<file path="src/scm_pkg.sv">
// constants and types shared by the sensor correction math block
package scm_pkg;

   // ****************************************************************
   // command codes
   // ****************************************************************
   localparam logic [7:0]  CMD_MEAS_LO  = 8'hAA;
   localparam logic [7:0]  CMD_MEAS_HI  = 8'hAF;
   localparam logic [7:0]  CMD_PRIMARY  = 8'hB0;
   localparam logic [7:0]  CMD_ALTERN   = 8'hB1;

   // ****************************************************************
   // nonvolatile addresses and reset values of the setup words, reset value of the result words
   // ****************************************************************
   localparam logic [7:0]  ADDR_PRIMARY = 8'h12;
   localparam logic [7:0]  ADDR_ALTERN  = 8'h16;
   localparam logic [15:0] SETUP_RESET  = 16'h0000;
   localparam logic [23:0] WORD_RESET   = 24'h00_0000;

   // ****************************************************************
   // arithmetic constants
   // ****************************************************************
   localparam logic [4:0]         SHIFT_0    = 5'd0;
   localparam logic [4:0]         SHIFT_21   = 5'd21;
   localparam logic [4:0]         SHIFT_23   = 5'd23;
   localparam logic signed [27:0] ADD_ZERO   = 28'sh000_0000;
   localparam logic signed [27:0] ADD_2P23   = 28'sh080_0000;
   localparam logic signed [25:0] UNITY      = 26'sh000_0001;
   localparam logic signed [25:0] SIGNED_MAX = 26'sh1FF_FFFF;
   localparam logic signed [25:0] SIGNED_MIN = 26'sh200_0000;
   localparam logic signed [25:0] UNS25_MAX  = 26'sh1FF_FFFF;
   localparam logic signed [25:0] UNS24_MAX  = 26'sh0FF_FFFF;
   localparam logic signed [25:0] VAL_ZERO   = 26'sh000_0000;
   localparam logic [0:0]         STAT_SAT_BIT = 1'd0;

   // ****************************************************************
   // sequencer
   // ****************************************************************
   localparam logic [3:0] STEP_FIRST = 4'd0;
   localparam logic [3:0] STEP_LAST  = 4'd12;

   typedef enum logic [1:0] {
      CLAMP_S26 = 2'b00,
      CLAMP_U25 = 2'b01,
      CLAMP_U24 = 2'b10
   } scm_clamp_t;

   typedef enum logic [1:0] {
      ST_IDLE = 2'b00,
      ST_RUN  = 2'b01,
      ST_DONE = 2'b10
   } scm_state_t;

endpackage

</file>
<file path="src/scm_link_if.sv">
// internal link between the sequencer, the multiply-add unit and setup
interface scm_link_if;
   import scm_pkg::*;

   logic signed [25:0] op_a;
   logic signed [25:0] op_b;
   logic signed [27:0] op_c;
   logic [4:0]         shift;
   scm_clamp_t         mode;
   logic signed [25:0] result;
   logic               sat;

   logic               cmd_valid;
   logic [7:0]         cmd_code;
   logic               wr_en;
   logic [7:0]         wr_addr;
   logic [15:0]        wr_data;
   logic               alt_sel;
   logic [15:0]        setup_word;

   modport mac_unit (input op_a, op_b, op_c, shift, mode,
                     output result, sat);
   modport mac_user (output op_a, op_b, op_c, shift, mode,
                     input result, sat);
   modport sel_unit (input cmd_valid, cmd_code, wr_en, wr_addr, wr_data,
                     output alt_sel, setup_word);
   modport sel_user (output cmd_valid, cmd_code, wr_en, wr_addr, wr_data,
                     input alt_sel, setup_word);
endinterface

</file>
<file path="src/scm_mac.sv">
// shared signed multiply, shift, clamp, add and clamp unit
module scm_mac (
   scm_link_if.mac_unit lk   // operands in, clamped result out
);
   import scm_pkg::*;

   logic signed [51:0] prod;
   logic signed [51:0] shifted;
   logic               prod_sat;
   logic signed [25:0] prod_cl;
   logic signed [28:0] sum;
   logic               sum_sat;
   logic signed [25:0] sum_cl;

   assign prod     = lk.op_a * lk.op_b;
   assign shifted  = prod >>> lk.shift;
   assign prod_sat = !((&shifted[51:25]) | (~|shifted[51:25]));
   assign prod_cl  = prod_sat ? (shifted[51] ? SIGNED_MIN : SIGNED_MAX)
                              : shifted[25:0];
   assign sum      = 29'(prod_cl) + 29'(lk.op_c);

   always_comb begin
      sum_sat = 1'b0;
      sum_cl  = sum[25:0];
      case (lk.mode)
         CLAMP_S26: begin
            sum_sat = !((&sum[28:25]) | (~|sum[28:25]));
            if (sum_sat) begin
               sum_cl = sum[28] ? SIGNED_MIN : SIGNED_MAX;
            end
         end
         CLAMP_U25: begin
            sum_sat = sum[28] | (|sum[27:25]);
            if (sum_sat) begin
               sum_cl = sum[28] ? VAL_ZERO : UNS25_MAX;
            end
         end
         CLAMP_U24: begin
            sum_sat = sum[28] | (|sum[27:24]);
            if (sum_sat) begin
               sum_cl = sum[28] ? VAL_ZERO : UNS24_MAX;
            end
         end
         default: begin
            sum_sat = 1'b0;
            sum_cl  = sum[25:0];
         end
      endcase
   end

   assign lk.result = sum_cl;
   assign lk.sat = prod_sat | sum_sat;
endmodule // scm_mac

</file>
<file path="src/scm_setup_sel.sv">
// holds the two analog setup words and the active selection
module scm_setup_sel (
   input  wire logic    clk_sys,  // system clock
   input  wire logic    rst_n,    // asynchronous reset, active low
   scm_link_if.sel_unit lk        // commands and writes in, setup out
);
   import scm_pkg::*;

   logic [15:0] primary_ff;
   logic [15:0] alternate_ff;
   logic        alt_sel_ff;
   logic        wr_primary;
   logic        wr_alternate;
   logic        cmd_alt;
   logic        cmd_pri;

   assign wr_primary   = lk.wr_en && (lk.wr_addr == ADDR_PRIMARY);
   assign wr_alternate = lk.wr_en && (lk.wr_addr == ADDR_ALTERN);
   assign cmd_alt      = lk.cmd_valid && (lk.cmd_code == CMD_ALTERN);
   assign cmd_pri      = lk.cmd_valid && (lk.cmd_code == CMD_PRIMARY);

   always_ff @(posedge clk_sys or negedge rst_n) begin
      if (!rst_n) begin
         primary_ff   <= SETUP_RESET;
         alternate_ff <= SETUP_RESET;
         alt_sel_ff   <= 1'b0;
      end else begin
         if (wr_primary) begin
            primary_ff <= lk.wr_data;
         end
         if (wr_alternate) begin
            alternate_ff <= lk.wr_data;
         end
         if (cmd_alt) begin
            alt_sel_ff <= 1'b1;
         end else if (cmd_pri) begin
            alt_sel_ff <= 1'b0;
         end
      end
   end

   assign lk.alt_sel    = alt_sel_ff;
   assign lk.setup_word = alt_sel_ff ? alternate_ff : primary_ff;
endmodule // scm_setup_sel

</file>
<file path="src/scm_core.sv">
// sensor and temperature correction datapath with setup selection
//
// Notes on behaviour
// - shift coefficient added to final result
// - commands AA to AF return corrected results
// - primary setup at 12h, alternate at 16h
// - primary default; B1 alternate, B0 primary
// - any reset returns selection to primary
// - alternate without valid coefficients passes raw sensor through, temperature still corrected
// - saturation still gives result, sets status bit 0
// - intermediates clamped to signed 26-bit range
// - curve select: 0 parabolic, 1 S-shaped
// - gain-drift factor from second-order gain drift
// - offset term from offset, raw, offset drift
// - parabolic intermediate: gain times factor times offset
// - parabolic output clamped to 0..2^24-1
// - S-shape uses absolute intermediate, adds 2^23 last
// - temperature always parabolic
// - temperature intermediate clamped to 0..2^25-1
// - corrected temperature clamped to 0..2^24-1
// - all results are 24-bit words
// - raw results two's complement, bit 23 negative
// - corrected sensor output unsigned 0..FFFFFF
// - raw sensor input is signed auto-zero reading
module scm_core (
   input  wire logic        clk_sys,          // system clock, 10 MHz
   input  wire logic        rst_n,            // async reset, active low
   input  wire logic        cmd_valid,        // host command strobe
   input  wire logic [7:0]  cmd_code,         // host command code
   input  wire logic        mem_wr_en,        // setup word write strobe
   input  wire logic [7:0]  mem_wr_addr,      // setup word address
   input  wire logic [15:0] mem_wr_data,      // setup word data
   input  wire logic [23:0] raw_sensor,       // auto-zeroed sensor reading
   input  wire logic [23:0] raw_temp,         // auto-zeroed temperature
   input  wire logic        alt_coeff_valid,  // coefficients fit alternate
   input  wire logic        sensor_curve_select, // 0 parabolic, 1 s-shape
   input  wire logic [23:0] gain_s,           // sensor gain
   input  wire logic [23:0] offset_s,         // sensor offset
   input  wire logic [23:0] tcg,              // gain drift
   input  wire logic [23:0] tco,              // offset drift
   input  wire logic [23:0] gain_drift_second_order,   // 2nd order tcg
   input  wire logic [23:0] offset_drift_second_order, // 2nd order tco
   input  wire logic [23:0] sensor_second_order,       // 2nd order sensor
   input  wire logic [23:0] sens_shift,       // post-assembly sensor shift
   input  wire logic [23:0] gain_t,           // temperature gain
   input  wire logic [23:0] offset_t,         // temperature offset
   input  wire logic [23:0] temperature_second_order,  // 2nd order temp
   input  wire logic [23:0] t_shift,          // post-assembly temp shift
   output logic             busy,             // measurement in progress
   output logic             result_valid,     // one-cycle result strobe
   output logic [23:0]      sensor_out,       // corrected sensor word
   output logic [23:0]      temp_out,         // corrected temperature word
   output logic [7:0]       status,           // status byte, bit 0 sat
   output logic             alt_selected,     // alternate setup active
   output logic [15:0]      active_setup      // setup word in use
);
   import scm_pkg::*;

   // ****************************************************************
   // internal link and submodules
   // ****************************************************************
   scm_link_if lk ();

   scm_mac u_mac (
      .lk (lk.mac_unit)
   );

   scm_setup_sel u_sel (
      .clk_sys (clk_sys),
      .rst_n   (rst_n),
      .lk      (lk.sel_unit)
   );

   assign lk.cmd_valid = cmd_valid;
   assign lk.cmd_code  = cmd_code;
   assign lk.wr_en     = mem_wr_en;
   assign lk.wr_addr   = mem_wr_addr;
   assign lk.wr_data   = mem_wr_data;

   // ****************************************************************
   // state
   // ****************************************************************
   scm_state_t         state_ff;
   scm_state_t         nxt_state;
   logic [3:0]         step_ff;
   logic               curve_ff;
   logic               pass_ff;
   logic               sat_ff;
   logic signed [25:0] rs_ff;
   logic signed [25:0] rt_ff;
   logic signed [25:0] x_ff;
   logic signed [25:0] k1_ff;
   logic signed [25:0] k2_ff;
   logic signed [25:0] p_ff;
   logic signed [25:0] z_ff;
   logic signed [25:0] zt_ff;
   logic signed [25:0] s_ff;
   logic               busy_ff;
   logic               valid_ff;
   logic [23:0]        sensor_ff;
   logic [23:0]        temp_ff;
   logic [7:0]         status_ff;
   logic               alt_ff;
   logic [15:0]        setup_ff;

   // ****************************************************************
   // decode
   // ****************************************************************
   logic               meas_cmd;
   logic               start;
   logic               last_step;
   logic signed [25:0] z_mag;
   logic signed [25:0] z_second;
   logic signed [27:0] s_final_add;
   logic signed [27:0] s_base_add;
   logic [23:0]        sensor_word;

   assign meas_cmd  = cmd_valid && (cmd_code >= CMD_MEAS_LO)
                      && (cmd_code <= CMD_MEAS_HI);
   assign start     = meas_cmd && (state_ff == ST_IDLE);
   assign last_step = (step_ff == STEP_LAST);
   // magnitude of the most negative value wraps; z_ff can also hold it from
   // an unsaturated step 6 result, so the status bit is not always set then
   assign z_mag     = z_ff[25] ? -z_ff : z_ff;
   assign z_second  = curve_ff ? z_mag : z_ff;
   assign s_base_add  = curve_ff ? ADD_ZERO : ADD_2P23;
   assign s_final_add = (curve_ff ? ADD_2P23 : ADD_ZERO)
                        + 28'(signed'(sens_shift));
   assign sensor_word = pass_ff ? rs_ff[23:0] : s_ff[23:0];

   // ****************************************************************
   // operand selection per step
   // ****************************************************************
   // operands depend on step_ff, and on curve_ff in steps 6 to 8, so the one multiply-add unit
   // serves all thirteen steps without any arbitration
   always_comb begin
      lk.op_a  = UNITY;
      lk.op_b  = VAL_ZERO;
      lk.op_c  = ADD_ZERO;
      lk.shift = SHIFT_0;
      lk.mode  = CLAMP_S26;
      case (step_ff)
         4'd0: begin
            lk.op_a  = 26'(signed'(gain_drift_second_order));
            lk.op_b  = rt_ff;
            lk.shift = SHIFT_21;
            lk.op_c  = 28'(signed'({tcg, 2'b00}));
         end
         4'd1: begin
            lk.op_a  = rt_ff;
            lk.op_b  = x_ff;
            lk.shift = SHIFT_23;
            lk.op_c  = ADD_2P23;
         end
         4'd2: begin
            lk.op_a  = 26'(signed'(offset_drift_second_order));
            lk.op_b  = rt_ff;
            lk.shift = SHIFT_21;
            lk.op_c  = 28'(signed'({tco, 2'b00}));
         end
         4'd3: begin
            lk.op_a  = rt_ff;
            lk.op_b  = x_ff;
            lk.shift = SHIFT_23;
            lk.op_c  = 28'(rs_ff);
         end
         4'd4: begin
            lk.op_b  = k2_ff;
            lk.op_c  = 28'(signed'({offset_s, 2'b00}));
         end
         4'd5: begin
            lk.op_a  = k1_ff;
            lk.op_b  = k2_ff;
            lk.shift = SHIFT_23;
         end
         4'd6: begin
            lk.op_a  = 26'(signed'(gain_s));
            lk.op_b  = p_ff;
            lk.shift = SHIFT_21;
            lk.op_c  = s_base_add;
         end
         4'd7: begin
            lk.op_a  = 26'(signed'(sensor_second_order));
            lk.op_b  = z_second;
            lk.shift = SHIFT_21;
            lk.op_c  = ADD_2P23;
         end
         4'd8: begin
            lk.op_a  = z_ff;
            lk.op_b  = x_ff;
            lk.shift = SHIFT_23;
            lk.op_c  = s_final_add;
            lk.mode  = CLAMP_U24;
         end
         4'd9: begin
            lk.op_b  = rt_ff;
            lk.op_c  = 28'(signed'({offset_t, 2'b00}));
         end
         4'd10: begin
            lk.op_a  = 26'(signed'(gain_t));
            lk.op_b  = x_ff;
            lk.shift = SHIFT_21;
            lk.op_c  = ADD_2P23;
            lk.mode  = CLAMP_U25;
         end
         4'd11: begin
            lk.op_a  = 26'(signed'(temperature_second_order));
            lk.op_b  = zt_ff;
            lk.shift = SHIFT_21;
            lk.op_c  = ADD_2P23;
         end
         4'd12: begin
            lk.op_a  = zt_ff;
            lk.op_b  = x_ff;
            lk.shift = SHIFT_23;
            lk.op_c  = 28'(signed'(t_shift));
            lk.mode  = CLAMP_U24;
         end
         default: begin
            lk.op_a  = UNITY;
            lk.op_b  = VAL_ZERO;
         end
      endcase
   end

   // ****************************************************************
   // sequencer
   // ****************************************************************
   always_comb begin
      nxt_state = state_ff;
      case (state_ff)
         ST_IDLE: begin
            if (start) begin
               nxt_state = ST_RUN;
            end
         end
         ST_RUN: begin
            if (last_step) begin
               nxt_state = ST_DONE;
            end
         end
         ST_DONE: begin
            nxt_state = ST_IDLE;
         end
         default: begin
            nxt_state = ST_IDLE;
         end
      endcase
   end

   always_ff @(posedge clk_sys or negedge rst_n) begin
      if (!rst_n) begin
         state_ff <= ST_IDLE;
         step_ff  <= STEP_FIRST;
         curve_ff <= 1'b0;
         pass_ff  <= 1'b0;
         sat_ff   <= 1'b0;
         rs_ff    <= VAL_ZERO;
         rt_ff    <= VAL_ZERO;
      end else begin
         state_ff <= nxt_state;
         // measurement codes are only taken while idle: a strobe during a
         // run is dropped, never queued
         if (start) begin
            step_ff  <= STEP_FIRST;
            curve_ff <= sensor_curve_select;
            pass_ff  <= lk.alt_sel && !alt_coeff_valid;
            sat_ff   <= 1'b0;
            rs_ff    <= 26'(signed'(raw_sensor));
            rt_ff    <= 26'(signed'(raw_temp));
         end else if (state_ff == ST_RUN) begin
            step_ff <= step_ff + 4'd1;
            sat_ff  <= sat_ff | lk.sat;
         end
      end
   end

   // ****************************************************************
   // intermediate storage
   // ****************************************************************
   always_ff @(posedge clk_sys or negedge rst_n) begin
      if (!rst_n) begin
         x_ff  <= VAL_ZERO;
         k1_ff <= VAL_ZERO;
         k2_ff <= VAL_ZERO;
         p_ff  <= VAL_ZERO;
         z_ff  <= VAL_ZERO;
         zt_ff <= VAL_ZERO;
         s_ff  <= VAL_ZERO;
      end else if (state_ff == ST_RUN) begin
         case (step_ff)
            // results of steps 1, 3 to 6, 8 and 10 keep their own register; the
            // rest land in x_ff, read by the very next step except after step 12
            4'd1:    k1_ff <= lk.result;
            4'd3:    k2_ff <= lk.result;
            4'd4:    k2_ff <= lk.result;
            4'd5:    p_ff  <= lk.result;
            4'd6:    z_ff  <= lk.result;
            4'd8:    s_ff  <= lk.result;
            4'd10:   zt_ff <= lk.result;
            default: x_ff  <= lk.result;
         endcase
      end
   end

   // ****************************************************************
   // outputs
   // ****************************************************************
   always_ff @(posedge clk_sys or negedge rst_n) begin
      if (!rst_n) begin
         busy_ff   <= 1'b0;
         valid_ff  <= 1'b0;
         sensor_ff <= WORD_RESET;
         temp_ff   <= WORD_RESET;
         status_ff <= 8'h00;
         alt_ff    <= 1'b0;
         setup_ff  <= SETUP_RESET;
      end else begin
         busy_ff  <= (nxt_state != ST_IDLE);
         valid_ff <= last_step && (state_ff == ST_RUN);
         alt_ff   <= lk.alt_sel;
         setup_ff <= lk.setup_word;
         if (last_step && (state_ff == ST_RUN)) begin
            sensor_ff <= sensor_word;
            temp_ff   <= lk.result[23:0];
            // sat_ff lags by one step, so the last step is folded in here
            status_ff <= 8'h00;
            status_ff[STAT_SAT_BIT] <= sat_ff | lk.sat;
         end
      end
   end

   assign busy         = busy_ff;
   assign result_valid = valid_ff;
   assign sensor_out   = sensor_ff;
   assign temp_out     = temp_ff;
   assign status       = status_ff;
   assign alt_selected = alt_ff;
   assign active_setup = setup_ff;
endmodule // scm_core

</file>
<file path="config.mk">
export PLATFORM = sky130hd
export DESIGN_NAME = scm_core
export DESIGN_NICKNAME = d
export VERILOG_FILES = /design/src/scm_pkg.sv /design/src/scm_link_if.sv /design/src/scm_mac.sv /design/src/scm_setup_sel.sv /design/src/scm_core.sv
export SDC_FILE = /design/constraint.sdc
export NUM_CORES = 2
export LEC_CHECK = 0
export BUFFER_PORTS_ARGS = -buffer_cell sky130_fd_sc_hd__buf_4
export CORE_MARGIN = 4
export CORE_UTILIZATION = 42
export DETAILED_ROUTE_END_ITERATION = 12
export GPL_TIMING_DRIVEN = 1
export MAX_ROUTING_LAYER = met4
export PLACE_DENSITY = 0.65
export SLEW_MARGIN = 20
export SYNTH_ARGS = -nofsm -noshare
export SYNTH_HDL_FRONTEND = slang
export SYNTH_SLANG_ARGS = --single-unit
</file>
<file path="constraint.sdc">
create_clock -name clk_sys -period 14.02 [get_ports clk_sys]
set_clock_uncertainty 0.05 [all_clocks]
set_input_delay 0 -clock clk_sys [delete_from_list [all_inputs] [get_ports clk_sys]]
set_output_delay 0 -clock clk_sys [all_outputs]
set_load 0.02 [all_outputs]
</file>
==> results.json <==
{
  "status": "completed",
  "path_depth": 51,
  "reg2reg_depth": 51,
  "critPathBufInv": 13,
  "antenna_left": 0,
  "initial_core_util_pct": 42.4,
  "fmax_ghz": 0.0736,
  "cts.sinks": 338,
  "relSlewSlack_pct": 25.3,
  "die_x_um": 332,
  "timing.rr.end": "x_ff[17]$_DFFE_PN0P_",
  "num_rows": 118,
  "grt_pass1_vias": 39800,
  "cp_slowest_cell": "fa_1",
  "endpoint": "x_ff[17]$_DFFE_PN0P_",
  "synth_top_area_share_pct": 32.4,
  "min_period_over_period_pct": 97.0,
  "crit_type": "flop to flop",
  "async_reset_ff_share_pct": 100,
  "clk_latency_ns": 0.59,
  "hold_class": "input port to flop",
  "antenna_found_initial": 3,
  "yosysUniqueCellTypes": 110,
  "hold_viol_final": 0,
  "clkTransAtPathRegs_ns": 0.07,
  "synth_area_leader_cell": "fa_1",
  "wl_mm": 171,
  "rrSetupSlack_ns": 0.43,
  "nFillCells": 9684,
  "ctsLongestPathBuffers": 3,
  "synth_edf_count": 0,
  "setup_viol": 0,
  "hpwl_mm": 137,
  "wl_per_cell_um": 24.7,
  "start_kind": "flop",
  "r2r_start": "step_ff[1]$_DFFE_PN0P_",
  "ys_top_cells_by_count": "933 x nand2_1, 712 x fa_1, 706 x inv_1",
  "slowest_delay_ns": 0.62,
  "seq_area_frac_synth_pct": 19.2,
  "firstDrtPassIters": 9,
  "crit_fanout": 19,
  "grt_overflow": 0,
  "drv_cap": 0,
  "synth_flop_cell": "dfrtp_1",
  "track_usage_pct": 31.2,
  "cp-startpoint": "step_ff[1]$_DFFE_PN0P_",
  "end_kind": "flop",
  "yosys_warnings": 0,
  "cts-buffers-inserted": 29,
  "areaGrowthSynthToFinish_pct": 20.0,
  "finalSetupTns_ns": 0,
  "syn_area_um2": 44000,
  "post_drt_via_cell_ratio": 5.75,
  "critPathRequiredTime_ns": 14.41,
  "dieArea_um2": 110000,
  "htreeDepth": 1,
  "synth_seq_cells": 338,
  "final_nets": 6771,
  "cts_tree": "yes",
  "routabilityCongestion": 0.974,
  "avgSynthCellArea_um2": 8.87,
  "worst_path_dominant_cell_family": "adder cells",
  "worst_pin_slew_ns": 1.12,
  "die-height_um": 332,
  "finalMaxSlewViolations": 0,
  "grt_max_degree": 129,
  "syn_inst": 4959,
  "drcViolationCount": 0,
  "cts_root_buf": "clkbuf_16",
  "ios": 449,
  "grt_first_pass_wirelength_mm": 256,
  "port_buffers": 441,
  "yosysMostFrequentCell": "nand2_1",
  "drive_above_1_share_pct": 18.4,
  "arrival_ns": 13.99,
  "synthTopCellsByArea": "fa_1 32%, dfrtp_1 19%, nand2_1 8.0%",
  "min_period_ns": 13.59,
  "drt_iter0_drc": 4194,
  "vias": 39700,
  "coreArea_um2": 104000
}
[cells in the final DEF (no fill, tap or decap), types with 20 or more instances in the layout]
master         count
nor3_1            27
buf_12            31
dfrtp_1          337
a21o_1            30
xor2_1            37
nor2_1           340
and2_1            41
xnor2_1           51
a222oi_1          45
dlygate4sd3_1     73
mux2_2            55
ha_1             166
a22oi_1          105
clkbuf_16         29
buf_4            689
a22o_1            47
o211ai_1          20
nand4_1           40
inv_1            705
nand2b_1          25
fa_1             707
nand3_1           60
mux2i_1           59
nand2_1          929
a21oi_1          189
a21oi_2           30
o21ai_0          183
o21ai_1           55
[logic make-up after synthesis]
logic type | after synthesis | share of synthesized area (%)
buffers and inverters | 1001 | 8.88
AO/OA/AOI/OAI | 907 | 13.9
multiplexers | 118 | 2.85
flip-flops | 338 | 19.2
adder cells (fa/ha/maj) | 890 | 37.5
XOR/XNOR | 100 | 2.04
other | 1 | 0.00853
AND/OR/NAND/NOR | 1604 | 15.6
[how the worst min path moves through the flow]
stage          cells past startpoint                              end  slack, ns            from
2_1_floorplan                      0        active_setup[0]$_DFF_PN0_      -0.35           rst_n
3_3_place_gp                       3            rs_ff[10]$_DFFE_PN0P_       0.15  raw_sensor[10]
3_5_place_dp                       3            rt_ff[12]$_DFFE_PN0P_       0.15    raw_temp[12]
4_1_cts                            6  u_sel.primary_ff[4]$_DFFE_PN0P_       0.04  mem_wr_addr[0]
5_1_grt                            6  u_sel.primary_ff[8]$_DFFE_PN0P_       0.06  mem_wr_addr[6]
6_report                           6  u_sel.primary_ff[4]$_DFFE_PN0P_       0.06  mem_wr_addr[0]
[what timing repair did]
item	CTS	global route
setup buffers	0	22
endpoints found under the setup margin	198	206
resized for setup	5	103
hold endpoints to repair	209	35
pin swaps	1	23
cloned	0	4
hold buffers	72	1
[metal layers]
metal  share of wire [%]  global-route usage [%]  vias to the layer above
met3                 9.6                    6.17                      352
met5                   0                       -                        -
met4                 4.2                    8.63                        0
li1                    -                       -                    17100
met2                  45                    47.2                     2140
met1                  41                    43.0                    20100
[stage by stage]
stage | util (%) | hold WS [ns] | setup WS, ns | instance area (um2) | instances
2_1_floorplan | - | -0.346 | 1.04 | 44000 | 4965
3_3_place_gp | 48.5 | 0.148 | -0.327 | 50400 | 6757
3_5_place_dp | 48.5 | 0.150 | -0.292 | 50400 | 6757
4_1_cts | 50.1 | 0.0436 | 0.0196 | 52000 | 6878
5_1_grt | 50.9 | 0.0617 | -0.0156 | 52800 | 6908
6_report | 50.9 | 0.0633 | 0.425 | 52800 | 6909
[flip-flops by register name (all words and copies together) (netlist names), 2 cells and up]
name and cells:
active_setup 16, state_ff 2, k1_ff 26, k2_ff 26, rs_ff 24, step_ff 4
zt_ff 26, u_sel.primary_ff 16, p_ff 26, x_ff 26, temp_out 24, s_ff 24
rt_ff 24, z_ff 26, u_sel.alternate_ff 16, sensor_out 24
[tightest hold or removal path: stages]
cell and delay (ns):
buf_4 0.08, nor4b_1 0.05, nand2_1 0.06, nor2_1 0.03, buf_4 0.20, mux2_2 0.24
[final cells by class]
type / instances / area [um2] / area share [%]
flip-flops and latches: 338 / 8460 / 16.0
diodes: 3 / 7.51 / 0.0142
multi-input cells: 3630 / 32400 / 61.3
repair buffers: 803 / 6650 / 12.6
clock buffers: 40 / 807 / 1.53
inverters: 706 / 2650 / 5.03
well taps: 1380 / 1730 / 3.27
clock inverters: 9 / 105 / 0.199
Power is not shown: default switching activity piles up to over one toggle a cycle in this logic, so the estimate is an artifact.
